**config.mk**
```make
export PLATFORM = sky130hd
export DESIGN_NAME = dpha_host
export DESIGN_NICKNAME = d
export VERILOG_FILES = /design/src/dpha_pkg.sv /design/src/dpha_host.sv /design/src/dpha_sync.sv
export SDC_FILE = /design/constraint.sdc
export NUM_CORES = 1
export LEC_CHECK = 0
export ABC_CLOCK_PERIOD_IN_PS = 2300
export BUFFER_PORTS_ARGS = -buffer_cell sky130_fd_sc_hd__buf_2
export CORE_MARGIN = 2
export CORE_UTILIZATION = 30
export CTS_CLUSTER_DIAMETER = 80
export DETAILED_ROUTE_END_ITERATION = 6
export REMOVE_ABC_BUFFERS = 1
export SETUP_SLACK_MARGIN = 0.5
export SLEW_MARGIN = 30
export SYNTH_ARGS = -nofsm -noshare
export SYNTH_HDL_FRONTEND = slang
export SYNTH_SLANG_ARGS = --single-unit
```
**constraint.sdc**
```tcl
create_clock -name clk -period 2.3 [get_ports clk]
set_clock_uncertainty 0.05 [all_clocks]
set_input_delay 0.575 -clock clk [delete_from_list [all_inputs] [get_ports clk]]
set_output_delay 0.575 -clock clk [all_outputs]
set_load 0.02 [all_outputs]
```
**src/dpha_pkg.sv**
```systemverilog
// Purpose: Shared constants and types for the dual-port RAM port host.
// Assumes: 125 MHz clock; widest part of the family (14 address bits, 16 data bits).
// Notes: Timing counts other than RECOVER_CYC are derived from the printed nanosecond figures.

package dpha_pkg;

   // ****************************************
   // Widths
   // ****************************************
   localparam int ADDR_W = 14;  // Address pins
   localparam int DATA_W = 16;  // Data pins
   localparam int SYNC_STAGES = 2;  // Flip-flops on every pin input

   // ****************************************
   // Timing, in ns and in clock cycles
   // ****************************************
   localparam int CLK_PERIOD_NS = 8;
   localparam int T_ACCESS_NS = 25;  // Slowest access time, array or flag
   localparam int T_PWE_NS = 20;  // Write pulse width
   localparam int T_SD_NS = 15;  // Data setup to write end
   localparam int T_SOP_NS = 12;  // Flag update pulse
   localparam int T_SWRD_NS = 5;  // Flag write to read time
   // Least times round up; the pin synchroniser adds its own stages on reads
   localparam logic [3:0] ACCESS_CYC =
      4'((T_ACCESS_NS + CLK_PERIOD_NS - 1) / CLK_PERIOD_NS + SYNC_STAGES);
   localparam logic [3:0] PWE_CYC = 4'((T_PWE_NS + CLK_PERIOD_NS - 1) / CLK_PERIOD_NS);
   localparam logic [3:0] SD_CYC = 4'((T_SD_NS + CLK_PERIOD_NS - 1) / CLK_PERIOD_NS);
   localparam logic [3:0] WRITE_CYC = (PWE_CYC > SD_CYC) ? PWE_CYC : SD_CYC;
   localparam int GAP_NS = (T_SOP_NS > T_SWRD_NS) ? T_SOP_NS : T_SWRD_NS;
   localparam logic [3:0] GAP_CYC = 4'((GAP_NS + CLK_PERIOD_NS - 1) / CLK_PERIOD_NS);
   localparam logic [3:0] RECOVER_CYC = 4'h1;  // Idle cycle between accesses
   localparam int T_BLC_NS = 20;  // Busy valid after enable low or address match
   // Busy answers our own enable late and then crosses the synchroniser
   localparam logic [3:0] BUSY_CYC =
      4'((T_BLC_NS + CLK_PERIOD_NS - 1) / CLK_PERIOD_NS + SYNC_STAGES);

   // ****************************************
   // Types
   // ****************************************
   typedef enum logic [2:0] {
      OP_READ = 3'h0,  // Array read
      OP_WRITE = 3'h1,  // Array write
      OP_SEM_TAKE = 3'h2,  // Request flag, then read it back
      OP_SEM_GIVE = 3'h3,  // Release flag
      OP_SEM_READ = 3'h4  // Read flag state only
   } dpha_op_type;

   typedef struct packed {
      dpha_op_type op;
      logic [ADDR_W-1:0] addr;  // Flag index sits in the low bits
      logic [DATA_W-1:0] wdata;
      logic upper_en;  // Array byte lanes
      logic lower_en;
   } dpha_cmd_type;

   typedef struct packed {
      logic ce_n;
      logic rw_n;
      logic oe_n;
      logic flag_select_n;
      logic upper_lane_n;
      logic lower_lane_n;
   } dpha_ctl_type;

   typedef struct packed {
      logic [DATA_W-1:0] rdata;
      logic granted;  // Flag read back low: this port owns it
   } dpha_rsp_type;

   localparam dpha_ctl_type CTL_IDLE = '{1'b1, 1'b1, 1'b1, 1'b1, 1'b1, 1'b1};

endpackage

```
**src/dpha_host.sv**
```systemverilog
// Purpose: Host controller driving one port of an asynchronous dual-port RAM.
// Assumes: One command at a time; busy pin is sampled, never driven.
// Notes: All pin outputs come straight from flip-flops.
//
// Contract
// Read/write stays high during every read
// Flag reads strobed by select, not address
// Byte lanes picked by enables with chip enable
// Address moves only with controls high
// Device writes only in enable overlap
// Late enable keeps device outputs off
// Host data drivers off unless writing
// Chip enable high across flag write/read
// Flag request writes bit zero low
// Free flag goes to first requester
// Contention grants flag to exactly one
// Same-address race busies exactly one port
// Arbitration on enable fall or match
// Busy is an input; wait for release
// Master busies loser until mismatch
// Flag access: chip enable high, select low
// Hold read/write high until busy released
// First valid address wins arbitration
// Busied write leaves owner's word alone
// Held flag stays held until released

`timescale 1ns/10ps
`default_nettype none

module dpha_host
   import dpha_pkg::*;
(
   // Clock and reset
   input wire logic clk,
   input wire logic rst,
   // Command side
   input wire logic cmd_valid,
   input wire dpha_cmd_type cmd,
   output logic cmd_ready,
   output logic rsp_valid,
   output dpha_rsp_type rsp,
   // Device port pins
   output logic [ADDR_W-1:0] addr,
   output dpha_ctl_type ctl,
   output logic [DATA_W-1:0] data_out,
   output logic data_oe,
   input wire logic [DATA_W-1:0] data_in,
   input wire logic busy_n
);

   typedef enum logic [2:0] {
      ST_IDLE = 3'h0,
      ST_SETUP = 3'h1,
      ST_WAIT_FREE = 3'h2,
      ST_WRITE = 3'h3,
      ST_READ = 3'h4,
      ST_GAP = 3'h5,
      ST_RECOVER = 3'h6
   } dpha_state_type;

   dpha_state_type state_reg, state_next;  // Sequencer state
   dpha_op_type op_reg, op_next;  // Operation in flight
   logic upper_reg, upper_next;  // Latched lane enables
   logic lower_reg, lower_next;
   logic [DATA_W-1:0] wdata_reg, wdata_next;
   logic [3:0] cnt_reg, cnt_next;  // Cycles left in current phase
   logic [ADDR_W-1:0] addr_next;
   dpha_ctl_type ctl_next;
   logic [DATA_W-1:0] data_out_next;
   logic data_oe_next;
   logic cmd_ready_next;
   logic rsp_valid_next;
   dpha_rsp_type rsp_next;
   logic [DATA_W:0] pins_sync;  // Busy and data after two stages
   logic busy_free;  // Busy released, write may go ahead
   logic is_flag;  // Current op targets the flag space

   // ****************************************
   // Pin input synchroniser
   // ****************************************
   dpha_sync #(.WIDTH(DATA_W + 1)) u_sync (
      .clk(clk),
      .rst(rst),
      .async_in({busy_n, data_in}),
      .sync_out(pins_sync)
   );

   assign busy_free = pins_sync[DATA_W];
   assign is_flag = (op_reg != OP_READ) && (op_reg != OP_WRITE);

   // ****************************************
   // Sequencer next state
   // ****************************************
   always_comb begin
      state_next = state_reg;
      op_next = op_reg;
      upper_next = upper_reg;
      lower_next = lower_reg;
      wdata_next = wdata_reg;
      cnt_next = cnt_reg;
      addr_next = addr;
      ctl_next = ctl;
      data_out_next = data_out;
      data_oe_next = data_oe;
      cmd_ready_next = cmd_ready;
      rsp_valid_next = 1'b0;
      rsp_next = rsp;
      unique case (state_reg)
         ST_IDLE: begin
            // Address only moves here, with every control high
            if (cmd_valid && cmd_ready) begin
               op_next = cmd.op;
               addr_next = cmd.addr;
               wdata_next = cmd.wdata;
               upper_next = cmd.upper_en;
               lower_next = cmd.lower_en;
               cmd_ready_next = 1'b0;
               state_next = ST_SETUP;
            end
         end
         ST_SETUP: begin
            // Select array or flag space; never both at once
            if (is_flag) begin
               ctl_next.ce_n = 1'b1;
               ctl_next.flag_select_n = 1'b0;
               ctl_next.lower_lane_n = 1'b0;
            end else begin
               ctl_next.ce_n = 1'b0;
               ctl_next.flag_select_n = 1'b1;
               ctl_next.upper_lane_n = ~upper_reg;
               ctl_next.lower_lane_n = ~lower_reg;
            end
            if (op_reg == OP_READ || op_reg == OP_SEM_READ) begin
               ctl_next.oe_n = 1'b0;
               cnt_next = ACCESS_CYC - 4'h1;
               state_next = ST_READ;
            end else begin
               cnt_next = BUSY_CYC - 4'h1;
               state_next = ST_WAIT_FREE;
            end
         end
         ST_WAIT_FREE: begin
            // Read/write stays high until busy is seen released; a stale
            // busy would let a write through that arbitration has refused
            if (cnt_reg != 4'h0) begin
               cnt_next = cnt_reg - 4'h1;
            end else if (busy_free) begin
               ctl_next.rw_n = 1'b0;
               data_oe_next = 1'b1;
               // Bit zero low requests a flag, high releases it
               if (op_reg == OP_SEM_TAKE) begin
                  data_out_next = {wdata_reg[DATA_W-1:1], 1'b0};
               end else if (op_reg == OP_SEM_GIVE) begin
                  data_out_next = {wdata_reg[DATA_W-1:1], 1'b1};
               end else begin
                  data_out_next = wdata_reg;
               end
               cnt_next = WRITE_CYC - 4'h1;
               state_next = ST_WRITE;
            end
         end
         ST_WRITE: begin
            // Pulse covers both pulse width and data setup
            if (cnt_reg == 4'h0) begin
               ctl_next = CTL_IDLE;
               data_oe_next = 1'b0;
               if (op_reg == OP_SEM_TAKE) begin
                  // Flag update pulse, then read back the result
                  op_next = OP_SEM_READ;
                  cnt_next = GAP_CYC - 4'h1;
                  state_next = ST_GAP;
               end else begin
                  rsp_valid_next = 1'b1;
                  cnt_next = RECOVER_CYC - 4'h1;
                  state_next = ST_RECOVER;
               end
            end else begin
               cnt_next = cnt_reg - 4'h1;
            end
         end
         ST_GAP: begin
            if (cnt_reg == 4'h0) begin
               state_next = ST_SETUP;
            end else begin
               cnt_next = cnt_reg - 4'h1;
            end
         end
         ST_READ: begin
            // Wait includes the synchroniser stages before capture
            if (cnt_reg == 4'h0) begin
               rsp_next.rdata = pins_sync[DATA_W-1:0];
               rsp_next.granted = is_flag && !pins_sync[0];
               rsp_valid_next = 1'b1;
               ctl_next = CTL_IDLE;
               cnt_next = RECOVER_CYC - 4'h1;
               state_next = ST_RECOVER;
            end else begin
               cnt_next = cnt_reg - 4'h1;
            end
         end
         ST_RECOVER: begin
            if (cnt_reg == 4'h0) begin
               cmd_ready_next = 1'b1;
               state_next = ST_IDLE;
            end else begin
               cnt_next = cnt_reg - 4'h1;
            end
         end
         default: begin
            ctl_next = CTL_IDLE;
            data_oe_next = 1'b0;
            cmd_ready_next = 1'b1;
            state_next = ST_IDLE;
         end
      endcase
   end

   // ****************************************
   // Sequencer registers
   // ****************************************
   always_ff @(posedge clk) begin
      if (rst) begin
         state_reg <= ST_IDLE;
         op_reg <= OP_READ;
         upper_reg <= 1'b0;
         lower_reg <= 1'b0;
         wdata_reg <= '0;
         cnt_reg <= 4'h0;
         addr <= '0;
         ctl <= CTL_IDLE;
         data_out <= '0;
         data_oe <= 1'b0;
         cmd_ready <= 1'b1;
         rsp_valid <= 1'b0;
         rsp <= '0;
      end else begin
         state_reg <= state_next;
         op_reg <= op_next;
         upper_reg <= upper_next;
         lower_reg <= lower_next;
         wdata_reg <= wdata_next;
         cnt_reg <= cnt_next;
         addr <= addr_next;
         ctl <= ctl_next;
         data_out <= data_out_next;
         data_oe <= data_oe_next;
         cmd_ready <= cmd_ready_next;
         rsp_valid <= rsp_valid_next;
         rsp <= rsp_next;
      end
   end
endmodule

`default_nettype wire

```
**src/dpha_sync.sv**
```systemverilog
// Purpose: Two flip-flop synchroniser for pin inputs.
// Assumes: Inputs are asynchronous to clk.
// Notes: Only the second stage is visible outside.

`timescale 1ns/10ps
`default_nettype none

module dpha_sync
   import dpha_pkg::*;
#(
   parameter int WIDTH = 1
) (
   // Clock and reset
   input wire logic clk,
   input wire logic rst,
   // Data
   input wire logic [WIDTH-1:0] async_in,
   output logic [WIDTH-1:0] sync_out
);

   logic [WIDTH-1:0] stage1_reg;  // Read by the second stage only

   // ****************************************
   // Two stages, cleared by reset
   // ****************************************
   always_ff @(posedge clk) begin
      if (rst) begin
         stage1_reg <= '0;
         sync_out <= '0;
      end else begin
         stage1_reg <= async_in;
         sync_out <= stage1_reg;
      end
   end

endmodule

`default_nettype wire
```
---- Yosys cells after proc, flatten, opt, wreduce, memory -nomap -nowiden ----
Index checks and enable logic that the tools add are counted.
storage, ports and cells
  register bits ........................... 118
  latch bits .............................. 0
  memory bits (writable) .................. 0
  memory bits (read-only) ................. 0
  bits of input ports ..................... 55
  output and inout port bits .............. 56
  logic and storage cells ................. 128
  memories kept ........................... 0
operators by class
  add/sub/neg operators ................... 1
  $mul .................................... 0
  div/mod/pow operators ................... 0
  magnitude comparators ................... 0
  eq/ne operators ......................... 23
  shift operators ......................... 0
  muxes and demuxes ....................... 46
  bitwise gates (word level) .............. 7
  reductions and logical operators ........ 30
operators with widths
  kind                                                             count
  3-bit two-way mux                                                11
  3-bit one-hot mux with 7 select lines                            1
  4-bit two-way mux                                                5
  2-bit != test, second input constant                             10
  4-bit one-hot mux with 5 select lines                            1
  1-bit two-way mux                                                19
  3-bit AND reduction                                              5
  3-bit by 2-bit == test with 1-bit output, second input constant  4
  3-bit == test, second input constant                             4
  1-bit one-hot mux with 3 select lines                            4
  4-bit one-hot mux with 3 select lines                            1
  4-bit AND reduction                                              3
  5-bit OR reduction                                               2
  4-bit OR reduction                                               2
  1-bit NOT                                                        7
  7-bit AND reduction                                              1
  3-bit logical NOT                                                2
  6-bit two-way mux                                                1
  3-bit one-hot mux with 2 select lines                            1
  2-bit AND reduction                                              3
  5-bit nonzero test                                               1
  4-bit logical NOT                                                1
  2-bit by 1-bit != test with 1-bit output, second input constant  2
  4-bit nonzero test                                               1
  other kinds (12)                                                 15

---- Depth between registers and ports, before layout ----
  depth in word-level cells ............... 4
  depth in mapped cells ................... 8
  mapped depth without buffers ............ 6

---- Modules after synthesis ----
From an unflattened synthesis, not the netlist that was laid out.
second synthesis, totals
  cell total of the unflattened synthesis .. 517
  area total of the unflattened synthesis .. 4,436.8 sq um
modules (own cells, without submodules)
  module     instances  cells each  area each (sq um)  sequential area each (sq um)
  dpha_host  1          446         3,499.6            1,681.6
  dpha_sync  1          71          937.1              680.7

---- Worst setup path after synthesis ----
Ideal clock, no wire load.
  path type ............................... flip-flop to flip-flop
  from .................................... reg cnt_reg[0]
  to ...................................... reg cnt_reg[1]
  setup time .............................. 0.136 ns
  arrival ................................. 1.520 ns
  data required time ...................... 2.114 ns
  path slack .............................. 0.594 ns
  cell stages (with the launch flop) ...... 8
  path buffers ............................ 1
  clock period less this slack ............ 1.706 ns
  cells stage by stage .................... dfxtp_1 > inv_1 > ha_1 > nor3b_4 > buf_2 > nor3_1 > a2111oi_0 > a211oi_1
between the ends
  longest elaborated chain between the ends .. 3
  elaborated cells on any way between the ends .. 11
  those cells by class .................... add/sub (1); eq/ne (2); mux (5); reduce/logical (3)
ends and longest elaborated chain
  item                                                                                 RTL line                            text
  from (decl)                                                                          dpha_host.sv:66                     logic [3:0] cnt_reg, cnt_next;
  from (signal assigned)                                                               dpha_host.sv:242                    cnt_reg <= cnt_next;
  4-bit by 1-bit subtractor with 4-bit output (tied with other cells)                  --
  4-bit two-way mux (tied with other cells)                                            dpha_host.sv:182, dpha_host.sv:202
  4-bit one-hot mux with 5 select lines / 3-bit AND reduction (equally long branches)  --
Parallel ways exist; a longest one is shown, timed or not. The select of a mux whose other input is x is not followed.
A chain may end at the register's enable or synchronous reset.

---- Worst setup path after layout ----
  from .................................... reg cnt_reg[0]
  to ...................................... reg rsp[4] in the netlist's numbering
between the ends
  longest elaborated chain between the ends .. 2
ends and longest elaborated chain
  item                           RTL line          text
  4-bit logical NOT              dpha_host.sv:190  if (cnt_reg == 4'h0) begin
  2-bit AND reduction (no line)  --
  to (signal assigned)           dpha_host.sv:249  rsp <= rsp_next;
  to (decl)                      dpha_host.sv:41   output dpha_rsp_type rsp,
Every way passes these cells.

==> impl_metrics.env <==
export IMPL_fp_row_count=44
export IMPL_wl_per_cell_um=13.1
export IMPL_crit_type="reg2reg"
export IMPL_drt_pass1_iter_count=5
export IMPL_vias=3872
export IMPL_endpoint_kind="flop"
export IMPL_area_growth_pct=32.2
export IMPL_leakage_nw=2.45
export IMPL_period_needed_ps=1760
export IMPL_max_freq_ghz=0.568
export IMPL_drt_wl_total_um=10900
export IMPL_finalHoldViolCount=0
export IMPL_synth_seq_cells=118
export IMPL_grt_pass1_vias=3822
export IMPL_htreeDepth=4
export IMPL_numCtsBuffers=17
export IMPL_worstPathMaxFanout=6
export IMPL_synth_warnings=0
export IMPL_core_area_um2=14600
export IMPL_die_x_um=127
export IMPL_ioPinCount=111
export IMPL_synth_top_area_share_pct=52.3
export IMPL_cts_hold_buf=0
export IMPL_worstPathRequired_ps=2580
export IMPL_status="finished, final reports clean"
export IMPL_final_cells=835
export IMPL_ys_seq_area_share_pct=52.3
export IMPL_ir_drop_v=0.000522
export IMPL_final_util_pct=40.8
export IMPL_drtAntennaViolNets=0
export IMPL_gr_usage_all_layers_pct=13.9
export IMPL_routed_via_density=4.64
export IMPL_synthTopCellsByArea="dfxtp_1, nand2_1, a21oi_1, nor2b_1, a21oi_2"
export IMPL_dieHeight_um=127
export IMPL_worst_slew_pin_slew_ps=514
export IMPL_placed_cells=795
export IMPL_route_detailed_drc=0
export IMPL_cts_tree="done"
export IMPL_max_slew_margin_pct=65.3
export IMPL_crit_buf_inv=3
export IMPL_num_antenna_cells=0
export IMPL_synth_ff_type="dfxtp_1"
export IMPL_yosysUniqueCellTypes=51
export IMPL_synth_edf_count=0
export IMPL_drv_slew=0
export IMPL_start_util_pct=30.9
export IMPL_gr_total_overflow=0
export IMPL_crit_path_top_delay_cell="or3b_4"
export IMPL_yosysMostFrequentCell="nand2_1"
export IMPL_syn_mean_instance_area_um2=8.72
export IMPL_critical_path_top_delay_family="simple AND/OR/NAND/NOR gates"
export IMPL_insertion_delay_ps=410
export IMPL_worstSetupStartpointType="flop"
export IMPL_dieArea_um2=16100
export IMPL_drive_gt1_share_pct=33.5
export IMPL_worstPathArrival_ps=2040
export IMPL_ys_top_cells_by_count="nand2_1, dfxtp_1, a21oi_1"
export IMPL_root_buffer="clkbuf_16"
export IMPL_rsz0062_at_grt="yes"
export IMPL_synth_largest_area_cell="dfxtp_1"
export IMPL_antenna_found_initial=0
export IMPL_power_density_nw_per_um2=1100
export IMPL_setup_viol=0
export IMPL_syn_area_um2=4520
export IMPL_path_cells="inv_2 -> ha_4 -> or3b_4 -> nor3_4 -> buf_4 -> buf_8 -> nand2_1 -> a21oi_1"
export IMPL_portBuffers=110
export IMPL_reg2reg_slack_ps=540
export IMPL_grt_pass1_wl_um=17900
export IMPL_async_flop_share_pct=0
export IMPL_clkSinkCount=118
export IMPL_setup_tns_ps=0
export IMPL_globalplace_congestion=0.819
export IMPL_cpPeakStageDelay_ps=410
export IMPL_clk_pin_slew_ps=50
export IMPL_maxCapViolCount=0
export IMPL_hpwl_um=7570
export IMPL_grt_max_degree=38
export IMPL_cts_buffer_depth=2
export IMPL_fin_nets=697
export IMPL_period_share_pct=76.5
export IMPL_min_path_type="in2reg"
export IMPL_synthCells=518
export IMPL_drt_iter0_markers=156
where the power goes:
group / internal (mW) / total (mW) / switching [mW]
logic: 0.750 / 1.72 / 0.974
clock network: 1.51 / 2.38 / 0.867
registers: 2.27 / 2.45 / 0.183
total: 4.53 / 6.55 / 2.02
timing repair:
item,4_1_cts,5_1_grt
resized for setup,16,23
gates cloned,2,1
setup endpoints to repair,66,42
buffers inserted,2,5
pin swaps,1,5
cells in the final DEF (no fill, tap or decap), drive strengths merged, types with 2 or more instances in the layout:
cell,n
o211ai,3
a211oi,2
nand2,142
a21oi,81
o32ai,4
nor2b,35
or3b,3
clkbuf,20
nor2,10
or3,6
dfxtp,118
clkinv,6
o211a,2
o21ai,12
a21boi,2
a31oi,2
o22ai,2
clkinvlp,3
nand3,5
buf,140
nand2b,7
ha,2
nand3b,2
or4,2
nor3b,2
nor3,14
inv,8
final cells by class:
cell class | count | area, µm²
inverter | 8 | 30.0
sequential | 118 | 2370
tap | 184 | 230
clock inverter | 10 | 82.6
clock buffer | 20 | 457
fill | 1516 | 8670
timing repair buffer | 140 | 801
multi-input combinational | 355 | 2000
final timing paths:
path	cells after the start	to	startpoint
hold reg to reg	2	rsp[8]$_SDFFE_PP0P_	u_sync.sync_out[7]$_SDFF_PP0_
setup / recovery	8	rsp[4]$_SDFFE_PP0P_	cnt_reg[0]$_SDFFE_PP0P_
hold / removal	2	u_sync.stage1_reg[7]$_SDFF_PP0_	data_in[7]
setup reg to reg	8	rsp[4]$_SDFFE_PP0P_	cnt_reg[0]$_SDFFE_PP0P_
per-stage QoR:
| stage | setup slack [ps] | instance area, µm² | hold WS (ps) | total power, mW |
|---|---|---|---|---|
| 6_report | 540 | 5970 | 329 | 6.55 |
| 3_3_place_gp | 372 | 5240 | 368 | 3.95 |
| 2_1_floorplan | 106 | 4300 | 361 | 3.40 |
| 3_5_place_dp | 333 | 5240 | 376 | 3.98 |
| 5_1_grt | 444 | 5970 | 314 | 6.90 |
| 4_1_cts | 462 | 5850 | 310 | 6.50 |
metal layers:
layer	GRT usage, %	routed length (µm)
met5	0	0
met4	6.21	159
met3	4.81	607
met2	23.6	5360
met1	15.8	4800
logic make-up (layout without fill, tap and decap cells):
family                     Yosys count  count (layout)  synth area share [%]
and+or+nand+nor                    233             233                  25.5
AOI/OAI and AO/OA                  119             119                  16.0
DFF                                118             118                  52.3
buffers and inverters               45             178                  5.46
adders and majority gates            2               2                 0.554
muxes                                1               1                 0.222
Note: power is estimated with default switching activity, not from simulation.
